## config.mk

```make
export PLATFORM = sky130hd
export DESIGN_NAME = ppd_regs
export DESIGN_NICKNAME = d
export VERILOG_FILES = /design/src/shared/ppd_pkg.sv /design/src/rtl/ppd_lol_track.sv /design/src/rtl/ppd_regs.sv
export SDC_FILE = /design/constraint.sdc
export NUM_CORES = 1
export LEC_CHECK = 0
export ABC_AREA = 0
export BUFFER_PORTS_ARGS = -buffer_cell sky130_fd_sc_hd__buf_4
export CORE_MARGIN = 10
export CORE_UTILIZATION = 50
export CTS_CLUSTER_DIAMETER = 50
export DETAILED_ROUTE_END_ITERATION = 8
export PLACE_DENSITY = 0.85
export SLEW_MARGIN = 0
export SYNTH_ARGS = -nofsm -noshare
export SYNTH_HDL_FRONTEND = slang
export SYNTH_HIERARCHICAL = 1
export SYNTH_SLANG_ARGS = --single-unit
export TNS_END_PERCENT = 10
```

## constraint.sdc

```tcl
create_clock -name hclk -period 4.4 [get_ports hclk]
set_input_delay 0.44 -clock hclk [delete_from_list [all_inputs] [get_ports hclk]]
set_output_delay 0.44 -clock hclk [all_outputs]
set_load 0.005 [all_outputs]
```

## src/shared/ppd_pkg.sv

```systemverilog
// Purpose: Constants for the PLL power-down register bank
// Assumes: 32-bit AHB-Lite data, one register per word
// Notes: Byte address is four times the register index
//
// Operation
// (RQ1) Manual VCO select, three bits, resets 001
// (RQ2) Manual lock code, five bits, resets 01011
// (RQ3) Software writes reserved bits as zero
// (RQ4) Alarm clears on lock, or lock+stable
// (RQ5) Doubler off bit feeds crystal unchanged
// (RQ6) Output off bit disables pair, driver float
// (RQ7) Modulator off bit stops delta-sigma modulator
// (RQ8) Calibration reset bit holds calibration in reset
// (RQ9) Reference off bits disable reference inputs
// (RQ10) Digital loop off bit disables digital PLL
package ppd_pkg;

    // ************************************************
    // Register indices
    // ************************************************
    localparam logic [7:0] IDX_VCO = 8'h6A;
    localparam logic [7:0] IDX_LCK = 8'h6C;
    localparam logic [7:0] IDX_REF = 8'h6D;
    localparam logic [7:0] IDX_RSV = 8'h6E;
    localparam logic [7:0] IDX_OUT = 8'h6F;
    localparam logic [7:0] IDX_SUB = 8'h70;
    localparam logic [7:0] IDX_IST = 8'h80;
    localparam logic [7:0] IDX_IEN = 8'h81;
    localparam logic [7:0] IDX_ICL = 8'h82;
    localparam logic [7:0] IDX_LIVE = 8'h83;

    // ************************************************
    // Field positions
    // ************************************************
    localparam int POS_VCO = 5;
    localparam int POS_CODE = 0;
    localparam int POS_DBL = 0;
    localparam int POS_LMODE = 1;
    localparam int POS_CAL = 1;
    localparam int POS_DSM = 2;
    localparam int POS_DPLL = 3;
    localparam int POS_EV_SET = 0;
    localparam int POS_EV_CLR = 1;

    // ************************************************
    // Reset values
    // ************************************************
    localparam logic [2:0] RST_VCO = 3'h1;
    localparam logic [4:0] RST_CODE = 5'h0B;
    localparam logic RST_BIT = 1'h0;
    localparam logic RST_ALARM = 1'h1;

endpackage

```

## src/rtl/ppd_lol_track.sv

```systemverilog
// Purpose: Loss-of-lock alarm with programmable release
// Assumes: Lock and stable inputs synchronous to hclk
// Notes: Alarm is raised at reset until lock, or lock and stable when lock_alarm_mode is set
`timescale 1ns/1ps
`default_nettype none
module ppd_lol_track (
    // Clock and reset
    input wire logic hclk,
    input wire logic hresetn,
    // Control and status
    input wire logic lock_alarm_mode,
    input wire logic pll_locked,
    input wire logic outputs_stable,
    // Alarm and events
    output logic alarm,
    output logic ev_set,
    output logic ev_clr
);
    typedef struct packed {
        logic alarm;
        logic ev_set;
        logic ev_clr;
    } ppd_lol_t;

    ppd_lol_t st;
    ppd_lol_t next_st;
    logic release_ok;

    always_comb begin
        next_st = st;
        release_ok = pll_locked && (!lock_alarm_mode || outputs_stable); // RQ4
        if (!pll_locked) begin
            next_st.alarm = 1'h1;
        end else if (release_ok) begin
            next_st.alarm = 1'h0; // RQ4
        end
        next_st.ev_set = next_st.alarm && !st.alarm;
        next_st.ev_clr = !next_st.alarm && st.alarm;
    end

    always_ff @(posedge hclk or negedge hresetn) begin
        if (!hresetn) begin
            st <= '{alarm: ppd_pkg::RST_ALARM, ev_set: 1'h0, ev_clr: 1'h0};
        end else begin
            st <= next_st;
        end
    end

    assign alarm = st.alarm;
    assign ev_set = st.ev_set;
    assign ev_clr = st.ev_clr;
endmodule // ppd_lol_track
`default_nettype wire

```

## src/rtl/ppd_regs.sv

```systemverilog
// Purpose: AHB-Lite register bank for PLL power-down control
// Assumes: Single word transfers, one slave on the bus
// Notes: Every transfer takes one wait state
`timescale 1ns/1ps
`default_nettype none
module ppd_regs #(
    parameter int NUM_OUTPUTS = 4,
    parameter int NUM_REFS = 2
) (
    // Clock and reset
    input wire logic hclk,
    input wire logic hresetn,
    // AHB-Lite slave
    input wire logic hsel,
    input wire logic [31:0] haddr,
    input wire logic [1:0] htrans,
    input wire logic hwrite,
    input wire logic [2:0] hsize,
    input wire logic [31:0] hwdata,
    input wire logic hready,
    output logic hreadyout,
    output logic hresp,
    output logic [31:0] hrdata,
    // PLL status in
    input wire logic pll_locked,
    input wire logic outputs_stable,
    // Analog PLL controls
    output logic [2:0] manual_vco_select,
    output logic [4:0] manual_lock_code,
    output logic crystal_doubler_off,
    output logic modulator_off,
    output logic calibration_reset,
    output logic digital_loop_off,
    // Inputs and outputs gating
    output logic [NUM_REFS-1:0] ref_input_off,
    output logic [NUM_OUTPUTS-1:0] output_pair_off,
    output logic [NUM_OUTPUTS-1:0] out_drive_en,
    // Alarm and interrupt
    output logic loss_of_lock_alarm,
    output logic irq
);

    // ************************************************
    // Elaboration checks
    // ************************************************
    if (NUM_OUTPUTS < 1 || NUM_OUTPUTS > 4) begin : g_bad_out
        $error("NUM_OUTPUTS must be 1 to 4");
    end
    if (NUM_REFS < 1 || NUM_REFS > 2) begin : g_bad_ref
        $error("NUM_REFS must be 1 to 2");
    end

    // ************************************************
    // State
    // ************************************************
    typedef struct packed {
        logic pend;
        logic pwrite;
        logic [7:0] pidx;
        logic pmap;
        logic readyout;
        logic resp;
        logic [31:0] rdata;
        logic [2:0] vco;
        logic [4:0] code;
        logic lmode;
        logic dbl;
        logic [NUM_REFS-1:0] refoff;
        logic [NUM_OUTPUTS-1:0] outoff;
        logic [NUM_OUTPUTS-1:0] drive;
        logic dpll;
        logic dsm;
        logic cal;
        logic [1:0] ist;
        logic [1:0] ien;
        logic irq;
    } ppd_state_t;

    ppd_state_t st;
    ppd_state_t next_st;

    logic accept;
    logic wr_now;
    logic rd_now;
    logic alarm;
    logic ev_set;
    logic ev_clr;
    logic [1:0] events;
    logic [1:0] clr_bits;
    logic [31:0] rd_mux;
    logic [7:0] wb;

    // ************************************************
    // Alarm tracker
    // ************************************************
    ppd_lol_track u_lol (
        .hclk(hclk),
        .hresetn(hresetn),
        .lock_alarm_mode(st.lmode),
        .pll_locked(pll_locked),
        .outputs_stable(outputs_stable),
        .alarm(alarm),
        .ev_set(ev_set),
        .ev_clr(ev_clr)
    );

    // ************************************************
    // Read mux
    // ************************************************
    always_comb begin
        rd_mux = 32'h0000_0000;
        if (st.pmap) begin
            case (st.pidx)
                ppd_pkg::IDX_VCO: begin
                    rd_mux[ppd_pkg::POS_VCO +: 3] = st.vco; // RQ1
                    rd_mux[ppd_pkg::POS_CODE +: 5] = st.code; // RQ2
                end
                ppd_pkg::IDX_LCK: begin
                    rd_mux[ppd_pkg::POS_LMODE] = st.lmode;
                    rd_mux[ppd_pkg::POS_DBL] = st.dbl;
                end
                ppd_pkg::IDX_REF: begin
                    rd_mux[NUM_REFS-1:0] = st.refoff;
                end
                ppd_pkg::IDX_OUT: begin
                    rd_mux[NUM_OUTPUTS-1:0] = st.outoff;
                end
                ppd_pkg::IDX_SUB: begin
                    rd_mux[ppd_pkg::POS_DPLL] = st.dpll;
                    rd_mux[ppd_pkg::POS_DSM] = st.dsm;
                    rd_mux[ppd_pkg::POS_CAL] = st.cal;
                end
                ppd_pkg::IDX_IST: begin
                    rd_mux[1:0] = st.ist;
                end
                ppd_pkg::IDX_IEN: begin
                    rd_mux[1:0] = st.ien;
                end
                ppd_pkg::IDX_LIVE: begin
                    rd_mux[0] = alarm;
                end
                default: begin
                    // Reserved and write-only words read zero (RQ3)
                    rd_mux = 32'h0000_0000;
                end
            endcase
        end
    end

    // ************************************************
    // Next state
    // ************************************************
    always_comb begin
        next_st = st;
        accept = hsel && htrans[1] && hready;
        wr_now = st.pend && st.pwrite && st.pmap;
        rd_now = st.pend && !st.pwrite;
        wb = hwdata[7:0];
        events = 2'h0;
        events[ppd_pkg::POS_EV_SET] = ev_set;
        events[ppd_pkg::POS_EV_CLR] = ev_clr;
        clr_bits = 2'h0;
        next_st.resp = 1'h0;

        // Address phase capture, data phase after a wait state
        if (accept) begin
            next_st.pend = 1'h1;
            next_st.pwrite = hwrite;
            next_st.pidx = haddr[9:2];
            next_st.pmap = (haddr[31:10] == 22'h00_0000);
            next_st.readyout = 1'h0;
        end else if (st.pend) begin
            next_st.pend = 1'h0;
            next_st.readyout = 1'h1;
        end
        if (rd_now) begin
            next_st.rdata = rd_mux;
        end

        if (wr_now) begin
            case (st.pidx)
                ppd_pkg::IDX_VCO: begin
                    next_st.vco = wb[ppd_pkg::POS_VCO +: 3]; // RQ1
                    next_st.code = wb[ppd_pkg::POS_CODE +: 5]; // RQ2
                end
                ppd_pkg::IDX_LCK: begin
                    next_st.lmode = wb[ppd_pkg::POS_LMODE]; // RQ4
                    next_st.dbl = wb[ppd_pkg::POS_DBL]; // RQ5
                end
                ppd_pkg::IDX_REF: begin
                    next_st.refoff = wb[NUM_REFS-1:0]; // RQ9
                end
                ppd_pkg::IDX_OUT: begin
                    next_st.outoff = wb[NUM_OUTPUTS-1:0]; // RQ6
                end
                ppd_pkg::IDX_SUB: begin
                    next_st.dpll = wb[ppd_pkg::POS_DPLL]; // RQ10
                    next_st.dsm = wb[ppd_pkg::POS_DSM]; // RQ7
                    next_st.cal = wb[ppd_pkg::POS_CAL]; // RQ8
                end
                ppd_pkg::IDX_IEN: begin
                    next_st.ien = wb[1:0];
                end
                ppd_pkg::IDX_ICL: begin
                    clr_bits = wb[1:0];
                end
                default: begin
                    clr_bits = 2'h0;
                end
            endcase
        end

        // Disabled pairs release their drivers
        next_st.drive = ~next_st.outoff; // RQ6
        // An event in the clearing cycle survives
        next_st.ist = (st.ist & ~clr_bits) | events;
        next_st.irq = |(next_st.ist & next_st.ien);
    end

    always_ff @(posedge hclk or negedge hresetn) begin
        if (!hresetn) begin
            st <= '0;
            st.readyout <= 1'h1;
            st.vco <= ppd_pkg::RST_VCO; // RQ1
            st.code <= ppd_pkg::RST_CODE; // RQ2
            st.lmode <= ppd_pkg::RST_BIT;
            st.dbl <= ppd_pkg::RST_BIT;
            st.dpll <= ppd_pkg::RST_BIT;
            st.dsm <= ppd_pkg::RST_BIT;
            st.cal <= ppd_pkg::RST_BIT;
            st.drive <= '1;
        end else begin
            st <= next_st;
        end
    end

    // ************************************************
    // Outputs
    // ************************************************
    assign hreadyout = st.readyout;
    assign hresp = st.resp;
    assign hrdata = st.rdata;
    assign manual_vco_select = st.vco;
    assign manual_lock_code = st.code;
    assign crystal_doubler_off = st.dbl;
    assign modulator_off = st.dsm;
    assign calibration_reset = st.cal;
    assign digital_loop_off = st.dpll;
    assign ref_input_off = st.refoff;
    assign output_pair_off = st.outoff;
    assign out_drive_en = st.drive;
    assign loss_of_lock_alarm = alarm;
    assign irq = st.irq;
endmodule // ppd_regs
`default_nettype wire

```

## After elaboration in Yosys (flattened, before gate mapping)

Cells that the tools add are included.

- Eq/ne operators: 9
- Multiplexer cells: 16
- Bitwise operators: 5
- Reductions and logical operators: 20

Operators with widths:

| operator | count |
|---|---|
| $eq A8 B7 Y1 const B | 5 |
| $eq A8 B8 Y1 const B | 4 |
| $logic_not A22 Y1 | 1 |
| $pmux W1 S7 | 2 |
| $mux W4 | 3 |
| $logic_and A1 B1 Y1 | 8 |
| $mux W2 | 4 |
| $mux W8 | 1 |
| $reduce_and A2 Y1 | 4 |
| $pmux W2 S3 | 1 |
| $mux W1 | 5 |
| $and A2 B2 Y2 | 2 |
| $logic_not A1 Y1 | 4 |
| $not A4 Y4 | 1 |
| $not A2 Y2 | 1 |
| $or A2 B2 Y2 | 1 |
| $reduce_bool A2 Y1 | 1 |
| $reduce_or A2 Y1 | 1 |
| $logic_or A1 B1 Y1 | 1 |

- Bits in registers: 75
- Bits of input ports: 76
- Output and inout bits: 58
- Logic and storage cells: 72

## Depth between registers and ports, before layout

Gate-level depths: netlist (run 1).

- Word-level depth: 8
- Mapped depth: 6

## Hierarchy

Netlist (run 1), hierarchy kept.

Modules (own cells, without submodules):

| module | times used | cells each | area an instance (sq um) |
|---|---|---|---|
| ppd_regs | 1 | 225 | 2,705.1 |
| ppd_lol_track | 1 | 9 | 107.6 |

## Worst setup path after synthesis (run 1)

OpenSTA, ideal clock, no wires.

- Path kind: flip-flop to flip-flop
- Start: reg st[67] (netlist bit)
- End: reg st (netlist bit manual_lock_code[2])
- Setup time: 125 ps
- Data arrival time: 1,531 ps
- Data required time: 4,275 ps
- Setup slack: 2,745 ps
- Cell stages (with the launch flop): 5
- Path buffers: 1
- Cells stage by stage: dfrtp_1 > buf_6 > nand4bb_2 > nor4_4 > mux2_2

- Cells in the longest elaborated chain, start to end: 2

RTL lines:

| what | RTL line | RTL |
|---|---|---|
| start, declared | ppd_regs.sv:79 | `ppd_state_t st;` |
| start signal, assigned | ppd_regs.sv:233 | `st <= next_st;` |
| $eq A8 B7 Y1 | ppd_regs.sv:181 | `case (st.pidx)` |
| $reduce_and A2 Y1 (no line) | -- |  |

No other way between the ends.
A chain may end at the register's enable or synchronous reset.

==> results of run 1 <==
-- flip-flops by register name, summed over array words and instances, names as in the netlist --
| signal | flops |
|---|---|
| digital_loop_off | 1 |
| st | 16 |
| u_lol/alarm | 1 |
| hreadyout | 1 |
| calibration_reset | 1 |
| ref_input_off | 2 |
| manual_vco_select | 3 |
| hrdata | 8 |
| manual_lock_code | 5 |
| irq | 1 |
| output_pair_off | 4 |
| u_lol/ev_clr | 1 |
| out_drive_en | 4 |
| crystal_doubler_off | 1 |
| u_lol/ev_set | 1 |
| modulator_off | 1 |
-- cell usage after synthesis (2+ instances only) --
cell       n  area, sq um
nor3_1     2         10.0
buf_4     52          390
a21oi_1    2         10.0
inv_1      3         11.3
a32oi_1    2         17.5
nand3_1    6         30.0
nor2_1     6         22.5
nor4_1     6         37.5
nand3b_1   2         15.0
nor4_4     2         42.5
dfstp_2   10          263
and3_1     4         25.0
clkbuf_1   2         7.51
a22o_1     7         61.3
dfrtp_1   41         1030
nor3_2     2         20.0
and3b_1    2         17.5
mux2i_1    8         80.1
nor4b_4    2         47.6
o21ai_0    4         20.0
a221o_1    2         20.0
a21o_1     2         15.0
nand2_1    8         30.0
mux2_4     5         75.1
mux2_2    25          282
buf_2      4         20.0
nor2b_1    2         12.5
nand4_1    3         18.8
-- through the flow --
| step | area [sq um] | total power [mW] | setup WS, ns | instances | hold slack [ns] |
|---|---|---|---|---|---|
| after detailed placement | 3150 | 0.684 | 2.07 | 349 | 0.475 |
| after global placement | 3150 | 0.677 | 2.10 | 349 | 0.442 |
| after global routing | 3250 | 1.01 | 1.89 | 357 | 0.201 |
| final | 3250 | 0.962 | 2.05 | 357 | 0.153 |
| after floorplan | 2900 | 0.640 | 2.74 | 258 | 0.144 |
| after CTS | 3250 | 0.970 | 2.04 | 357 | 0.176 |
-- worst max-delay path, cell delays in order, from the launching register on --
cell and delay [ns]:
dfrtp_1 0.81, nand2_1 0.14, nor3_2 0.19, nor3b_2 0.68, mux2_2 0.41
-- where the power goes --
part	leakage, nW	switching [mW]	total (mW)	internal, mW
Clock	0.0515	0.143	0.287	0.144
Sequential	0.630	0.0543	0.545	0.491
Combinational	0.867	0.0552	0.130	0.0743
Total	1.55	0.252	0.962	0.709
-- final cells by class --
| cell class | count | area (sq um) | share of cell area |
|---|---|---|---|
| flip-flops and latches | 51 | 1290 | 0.397 |
| multi-input cells | 145 | 1170 | 0.361 |
| repair buffers | 78 | 586 | 0.180 |
| clock buffers | 8 | 100 | 0.0308 |
| well taps | 72 | 90.1 | 0.0277 |
| inverters | 3 | 11.3 | 0.00347 |
-- cells in the final DEF (no fill, tap or decap), drive strengths merged, types with 7 or more instances in the layout --
cell type / synthesis / final
nand2: 8 / 8
mux2i: 8 / 8
nor4: 9 / 9
buf: 57 / 78
mux2: 30 / 30
dfstp: 10 / 10
clkbuf: 2 / 8
conb: 1 / 25
dfrtp: 41 / 41
a22o: 7 / 7
-- logic make-up (layout without fill, tap and decap cells) --
| group | after synthesis | in the layout | synth area share |
|---|---|---|---|
| AO/OA/AOI/OAI | 25 | 25 | 0.0690 |
| XOR/XNOR | 1 | 1 | 0.00311 |
| buffers and inverters | 62 | 89 | 0.157 |
| flip-flops | 51 | 51 | 0.458 |
| multiplexers | 38 | 38 | 0.155 |
| other | 1 | 25 | 0.00133 |
| AND/OR/NAND/NOR | 56 | 56 | 0.157 |
-- metal layers --
| layer | vias up | GRT usage |
|---|---|---|
| met5 | - | 0 |
| met4 | 0 | 0.0224 |
| met3 | 5 | 0.0603 |
| met2 | 69 | 0.250 |
| met1 | 883 | 0.149 |
| li1 | 866 | - |
-- worst paths after layout --
kind                                 endpoint                from  slack [ns]  depth (start not counted)
setup reg to reg           output_pair_off[3]              st[63]        2.05                          4
hold / removal             output_pair_off[2]             hresetn        0.15                          1
min in group hclk                 u_lol/alarm          pll_locked        0.27                          2
max in group asynchronous    ref_input_off[1]             hresetn        3.83                          1
setup / recovery           output_pair_off[3]              st[63]        2.05                          4
hold reg to reg               out_drive_en[3]  output_pair_off[3]        0.49                          1
==> impl_metrics.env, run 1 <==
export IMPL_drive_gt1_frac=0.484
export IMPL_grt_max_degree=52
export IMPL_synth_cells=234
export IMPL_tns_ns=0
export IMPL_syn_to_final_growth_pct=15.5
export IMPL_avgViaCountPerCell=5.11
export IMPL_setup_viol=0
export IMPL_portBuffers=78
export IMPL_rows=27
export IMPL_diodes=0
export IMPL_timing_slew_headroom=0.485
export IMPL_die_height_um=95
export IMPL_slew_viol_final=0
export IMPL_num_io_pins=134
export IMPL_cts_hold_buf=0
export IMPL_hp_class="input pin to asynchronous set/reset pin"
export IMPL_yosysWarnings=6
export IMPL_wl_met3_um=622
export IMPL_cts_htree_levels=2
export IMPL_antenna_found_initial=0
export IMPL_crit_arrival_ns=2.54
export IMPL_leakage_nw=1.55
export IMPL_cts_sinks=51
export IMPL_cts_root_buffer="clkbuf_8"
export IMPL_final_nets=360
export IMPL_tightestPinTransition_ns=0.770
export IMPL_insertion_delay_ns=0.30
export IMPL_crit_fanout=17
export IMPL_place_congestion=0.764
export IMPL_outcome="completed"
export IMPL_syn_area_sq_mm=0.00281
export IMPL_criticalPathCategory="flop to flop"
export IMPL_synth_seq_area_share=0.458
export IMPL_grt_pass1_vias=1995
export IMPL_cts_tree="built"
export IMPL_clk_pin_slew_ns=0.08
export IMPL_wl_per_cell_um=17.3
export IMPL_finalHoldViolations=0
export IMPL_wl_met1_um=2390
export IMPL_clk_path_buf_depth=2
export IMPL_overflow=0
export IMPL_synth_async_reset_ratio=1.00
export IMPL_cts_resized=0
export IMPL_grt_util_all_layers=0.138
export IMPL_vias=1823
export IMPL_ir_drop_uv=136
export IMPL_ant_nets=0
export IMPL_cp_end_kind="flop"
export IMPL_fin_crit_sh=0.534
export IMPL_fp_dieW_um=95
export IMPL_place_hpwl_um=4950
export IMPL_fp_coreArea_sq_mm=0.00547
export IMPL_totalWireLength_um=6180
export IMPL_cts_setup_buffers=0
export IMPL_synth_cell_types=46
export IMPL_final_util=0.594
export IMPL_yosys_register_bits=51
export IMPL_worstPathRequired_ns=4.59
export IMPL_cts_made_buffers=5
export IMPL_synth_edf_count=0
export IMPL_route_top_layer_used="met4"
export IMPL_fillers=476
export IMPL_dr_wl_met2_um=3130
export IMPL_die_area_sq_mm=0.00903
export IMPL_finalClockSkew_ns=0.00361
export IMPL_drcViolationCount=0
export IMPL_yosys_most_used_dff="dfrtp_1"
export IMPL_start_util=0.514
export IMPL_crit_path_start_kind="flop"
export IMPL_maxCapViolations=0
export IMPL_max_freq_mhz=425
export IMPL_drt_initial_drc_count=81
export IMPL_avgSynthCellArea_sq_um=12.0
export IMPL_power_density_mw_per_mm2=296
export IMPL_grt_pass1_wl_um=9970
export IMPL_rsz0062_at_grt="no"
export IMPL_period_needed_ns=2.35
export IMPL_first_pass_iters=4
Note: power is estimated with default switching activity, not from simulation.
==> inputs of run 2 (changes only) <==
--- a/config.mk
+++ b/config.mk
@@ -8,10 +8,10 @@
 export ABC_AREA = 0
 export BUFFER_PORTS_ARGS = -buffer_cell sky130_fd_sc_hd__buf_4
 export CORE_MARGIN = 10
-export CORE_UTILIZATION = 50
+export CORE_UTILIZATION = 42
 export CTS_CLUSTER_DIAMETER = 50
 export DETAILED_ROUTE_END_ITERATION = 8
-export PLACE_DENSITY = 0.85
+export PLACE_DENSITY = 0.76
 export SLEW_MARGIN = 0
 export SYNTH_ARGS = -nofsm -noshare
 export SYNTH_HDL_FRONTEND = slang
==> constraint.sdc (replaced) <==
create_clock -name hclk -period 1.96 [get_ports hclk]
set_input_delay 0.196 -clock hclk [delete_from_list [all_inputs] [get_ports hclk]]
set_output_delay 0.196 -clock hclk [all_outputs]
set_load 0.005 [all_outputs]
==> impl_metrics.env, run 2 (synthesized netlist as in run 1, its figures left out) <==
export IMPL_cpPeakStageDelay_ns=0.46
export IMPL_fin_cells=373
export IMPL_grt_pass1_vias=2090
export IMPL_wl_per_cell_um=17.1
export IMPL_rsz0062_at_grt="no"
export IMPL_clk_path_buf_depth=2
export IMPL_grt_pass1_wl_um=10000
export IMPL_crit_fanout=5
export IMPL_cp_end_kind="flop"
export IMPL_first_pass_iters=4
export IMPL_finalClockSkew_ns=0.00836
export IMPL_cts_root_buffer="clkbuf_8"
export IMPL_crit_path_start_kind="flop"
export IMPL_overflow=0
export IMPL_place_congestion=0.841
export IMPL_final_common_cell="buf_4"
export IMPL_placed_area_sq_mm=0.00323
export IMPL_maxCapViolations=0
export IMPL_cts_sinks=51
export IMPL_clk_pin_slew_ns=0.09
export IMPL_cpMaxStageDelayCell="dfrtp_1"
export IMPL_min_delay_start="pll_locked"
export IMPL_drive_gt1_frac=0.507
export IMPL_outcome="completed"
export IMPL_ff2ff_setup_slack_ns=0.16
export IMPL_totalWireLength_um=6390
export IMPL_fin_crit_sh=0.917
export IMPL_tns_ns=0
export IMPL_drcViolationCount=0
export IMPL_criticalPathCategory="flop to flop"
export IMPL_vias=1885
export IMPL_cts_htree_levels=2
export IMPL_crit_arrival_ns=2.00
export IMPL_path_cells="nand2_1, nor3_2, nor3b_2, buf_4, mux2_2"
export IMPL_start_util=0.438
export IMPL_num_io_pins=134
export IMPL_slew_viol_final=0
export IMPL_hp_class="input pin to flop"
export IMPL_grt_max_degree=52
export IMPL_diodes=0
export IMPL_worstPathRequired_ns=2.16
export IMPL_tightestPinTransition_ns=0.637
export IMPL_die_height_um=102
export IMPL_r2r_start="st[65]"
export IMPL_setup_viol=0
export IMPL_syn_to_final_growth_pct=19.4
export IMPL_insertion_delay_ns=0.31
export IMPL_crit_path_start="st[65]"
export IMPL_ant_nets=0
export IMPL_ir_drop_uv=435
export IMPL_leakage_nw=1.61
export IMPL_timing_slew_headroom=0.575
export IMPL_power_density_mw_per_mm2=687
export IMPL_cts_tree="built"
export IMPL_rows=29
export IMPL_cts_setup_buffers=0
export IMPL_fp_dieW_um=102
export IMPL_die_area_sq_mm=0.0104
export IMPL_total_power_mw=2.31
export IMPL_finalHoldViolations=0
export IMPL_path_buf_inv=1
export IMPL_antenna_found_initial=0
export IMPL_final_util=0.523
export IMPL_fp_coreArea_sq_mm=0.00642
export IMPL_design_area_sq_mm=0.00336
export IMPL_place_inst=364
export IMPL_cts_made_buffers=5
export IMPL_crit_family="simple AND/OR/NAND/NOR gates"
export IMPL_largest_reg_flops=16
export IMPL_largest_register="st"
export IMPL_place_hpwl_um=5130
export IMPL_grt_util_all_layers=0.122
export IMPL_final_cell_mix="buf_4 (88), dfrtp_1 (40), mux2_2 (25), conb_1 (25), dfstp_2 (10)"
export IMPL_final_nets=371
export IMPL_avgViaCountPerCell=5.05
export IMPL_max_freq_mhz=556
export IMPL_period_needed_ns=1.80
export IMPL_portBuffers=78
export IMPL_drt_initial_drc_count=81
-- run 2: cell count changes in the layout (fill, tap and decap cells not counted), sizes merged --
cell         previous run  this run
bufinv                  0         1
clkinv                  0         1
buf                    78        88
dlygate4sd3             0         1
clkbuf                  8         6
-- run 2: final cells by class --
cell class | count | area, sq um
timing repair buffer | 89 | 671
fill | 576 | 3060
inverter | 3 | 11.3
clock inverter | 2 | 35.0
sequential | 51 | 1290
tap | 77 | 96.3
multi-input combinational | 145 | 1170
clock buffer | 6 | 82.6
-- run 2: metrics by stage --
stage | setup slack [ns] | hold slack [ns]
final | 0.162 | 0.0211
after detailed placement | 0.0816 | 0.266
after CTS | 0.0736 | 0.0116
after global routing | 0.0355 | 0.0101
after floorplan | 0.305 | -0.0996
after global placement | 0.131 | 0.252
-- run 2: path summary, 6_finish.rpt --
path	depth (start not counted)	end
max	5	output_pair_off[0]
max reg2reg	5	output_pair_off[0]
max in group asynchronous	2	st[66]
min	2	u_lol/alarm
min in group asynchronous	2	digital_loop_off
min reg2reg	1	st[4]
-- run 2: where the power goes --
group / internal, mW / switching, mW
Sequential: 1.10 / 0.0788
Clock: 0.413 / 0.345
Combinational: 0.194 / 0.173
-- run 2: repair_timing --
action	4_1_cts	5_1_grt
endpoints found under the setup margin	0	4
endpoints found under the hold margin	41	0
gates resized for setup	0	1
hold buffers	1	0
-- run 2: worst register-to-register path, cell delays in order, from the launching register on --
cell	delay, ns
dfrtp_1	0.46
nand2_1	0.14
nor3_2	0.27
nor3b_2	0.30
buf_4	0.19
mux2_2	0.34
-- run 2: metal layers --
metal,track usage,routed length (um),vias up,part of all wire
li1,-,-,884,-
met1,0.136,2550,920,0.40
met2,0.210,3200,76,0.50
met3,0.0506,606,5,0.095
met4,0.0336,45,0,0.0070
met5,0,0,-,0
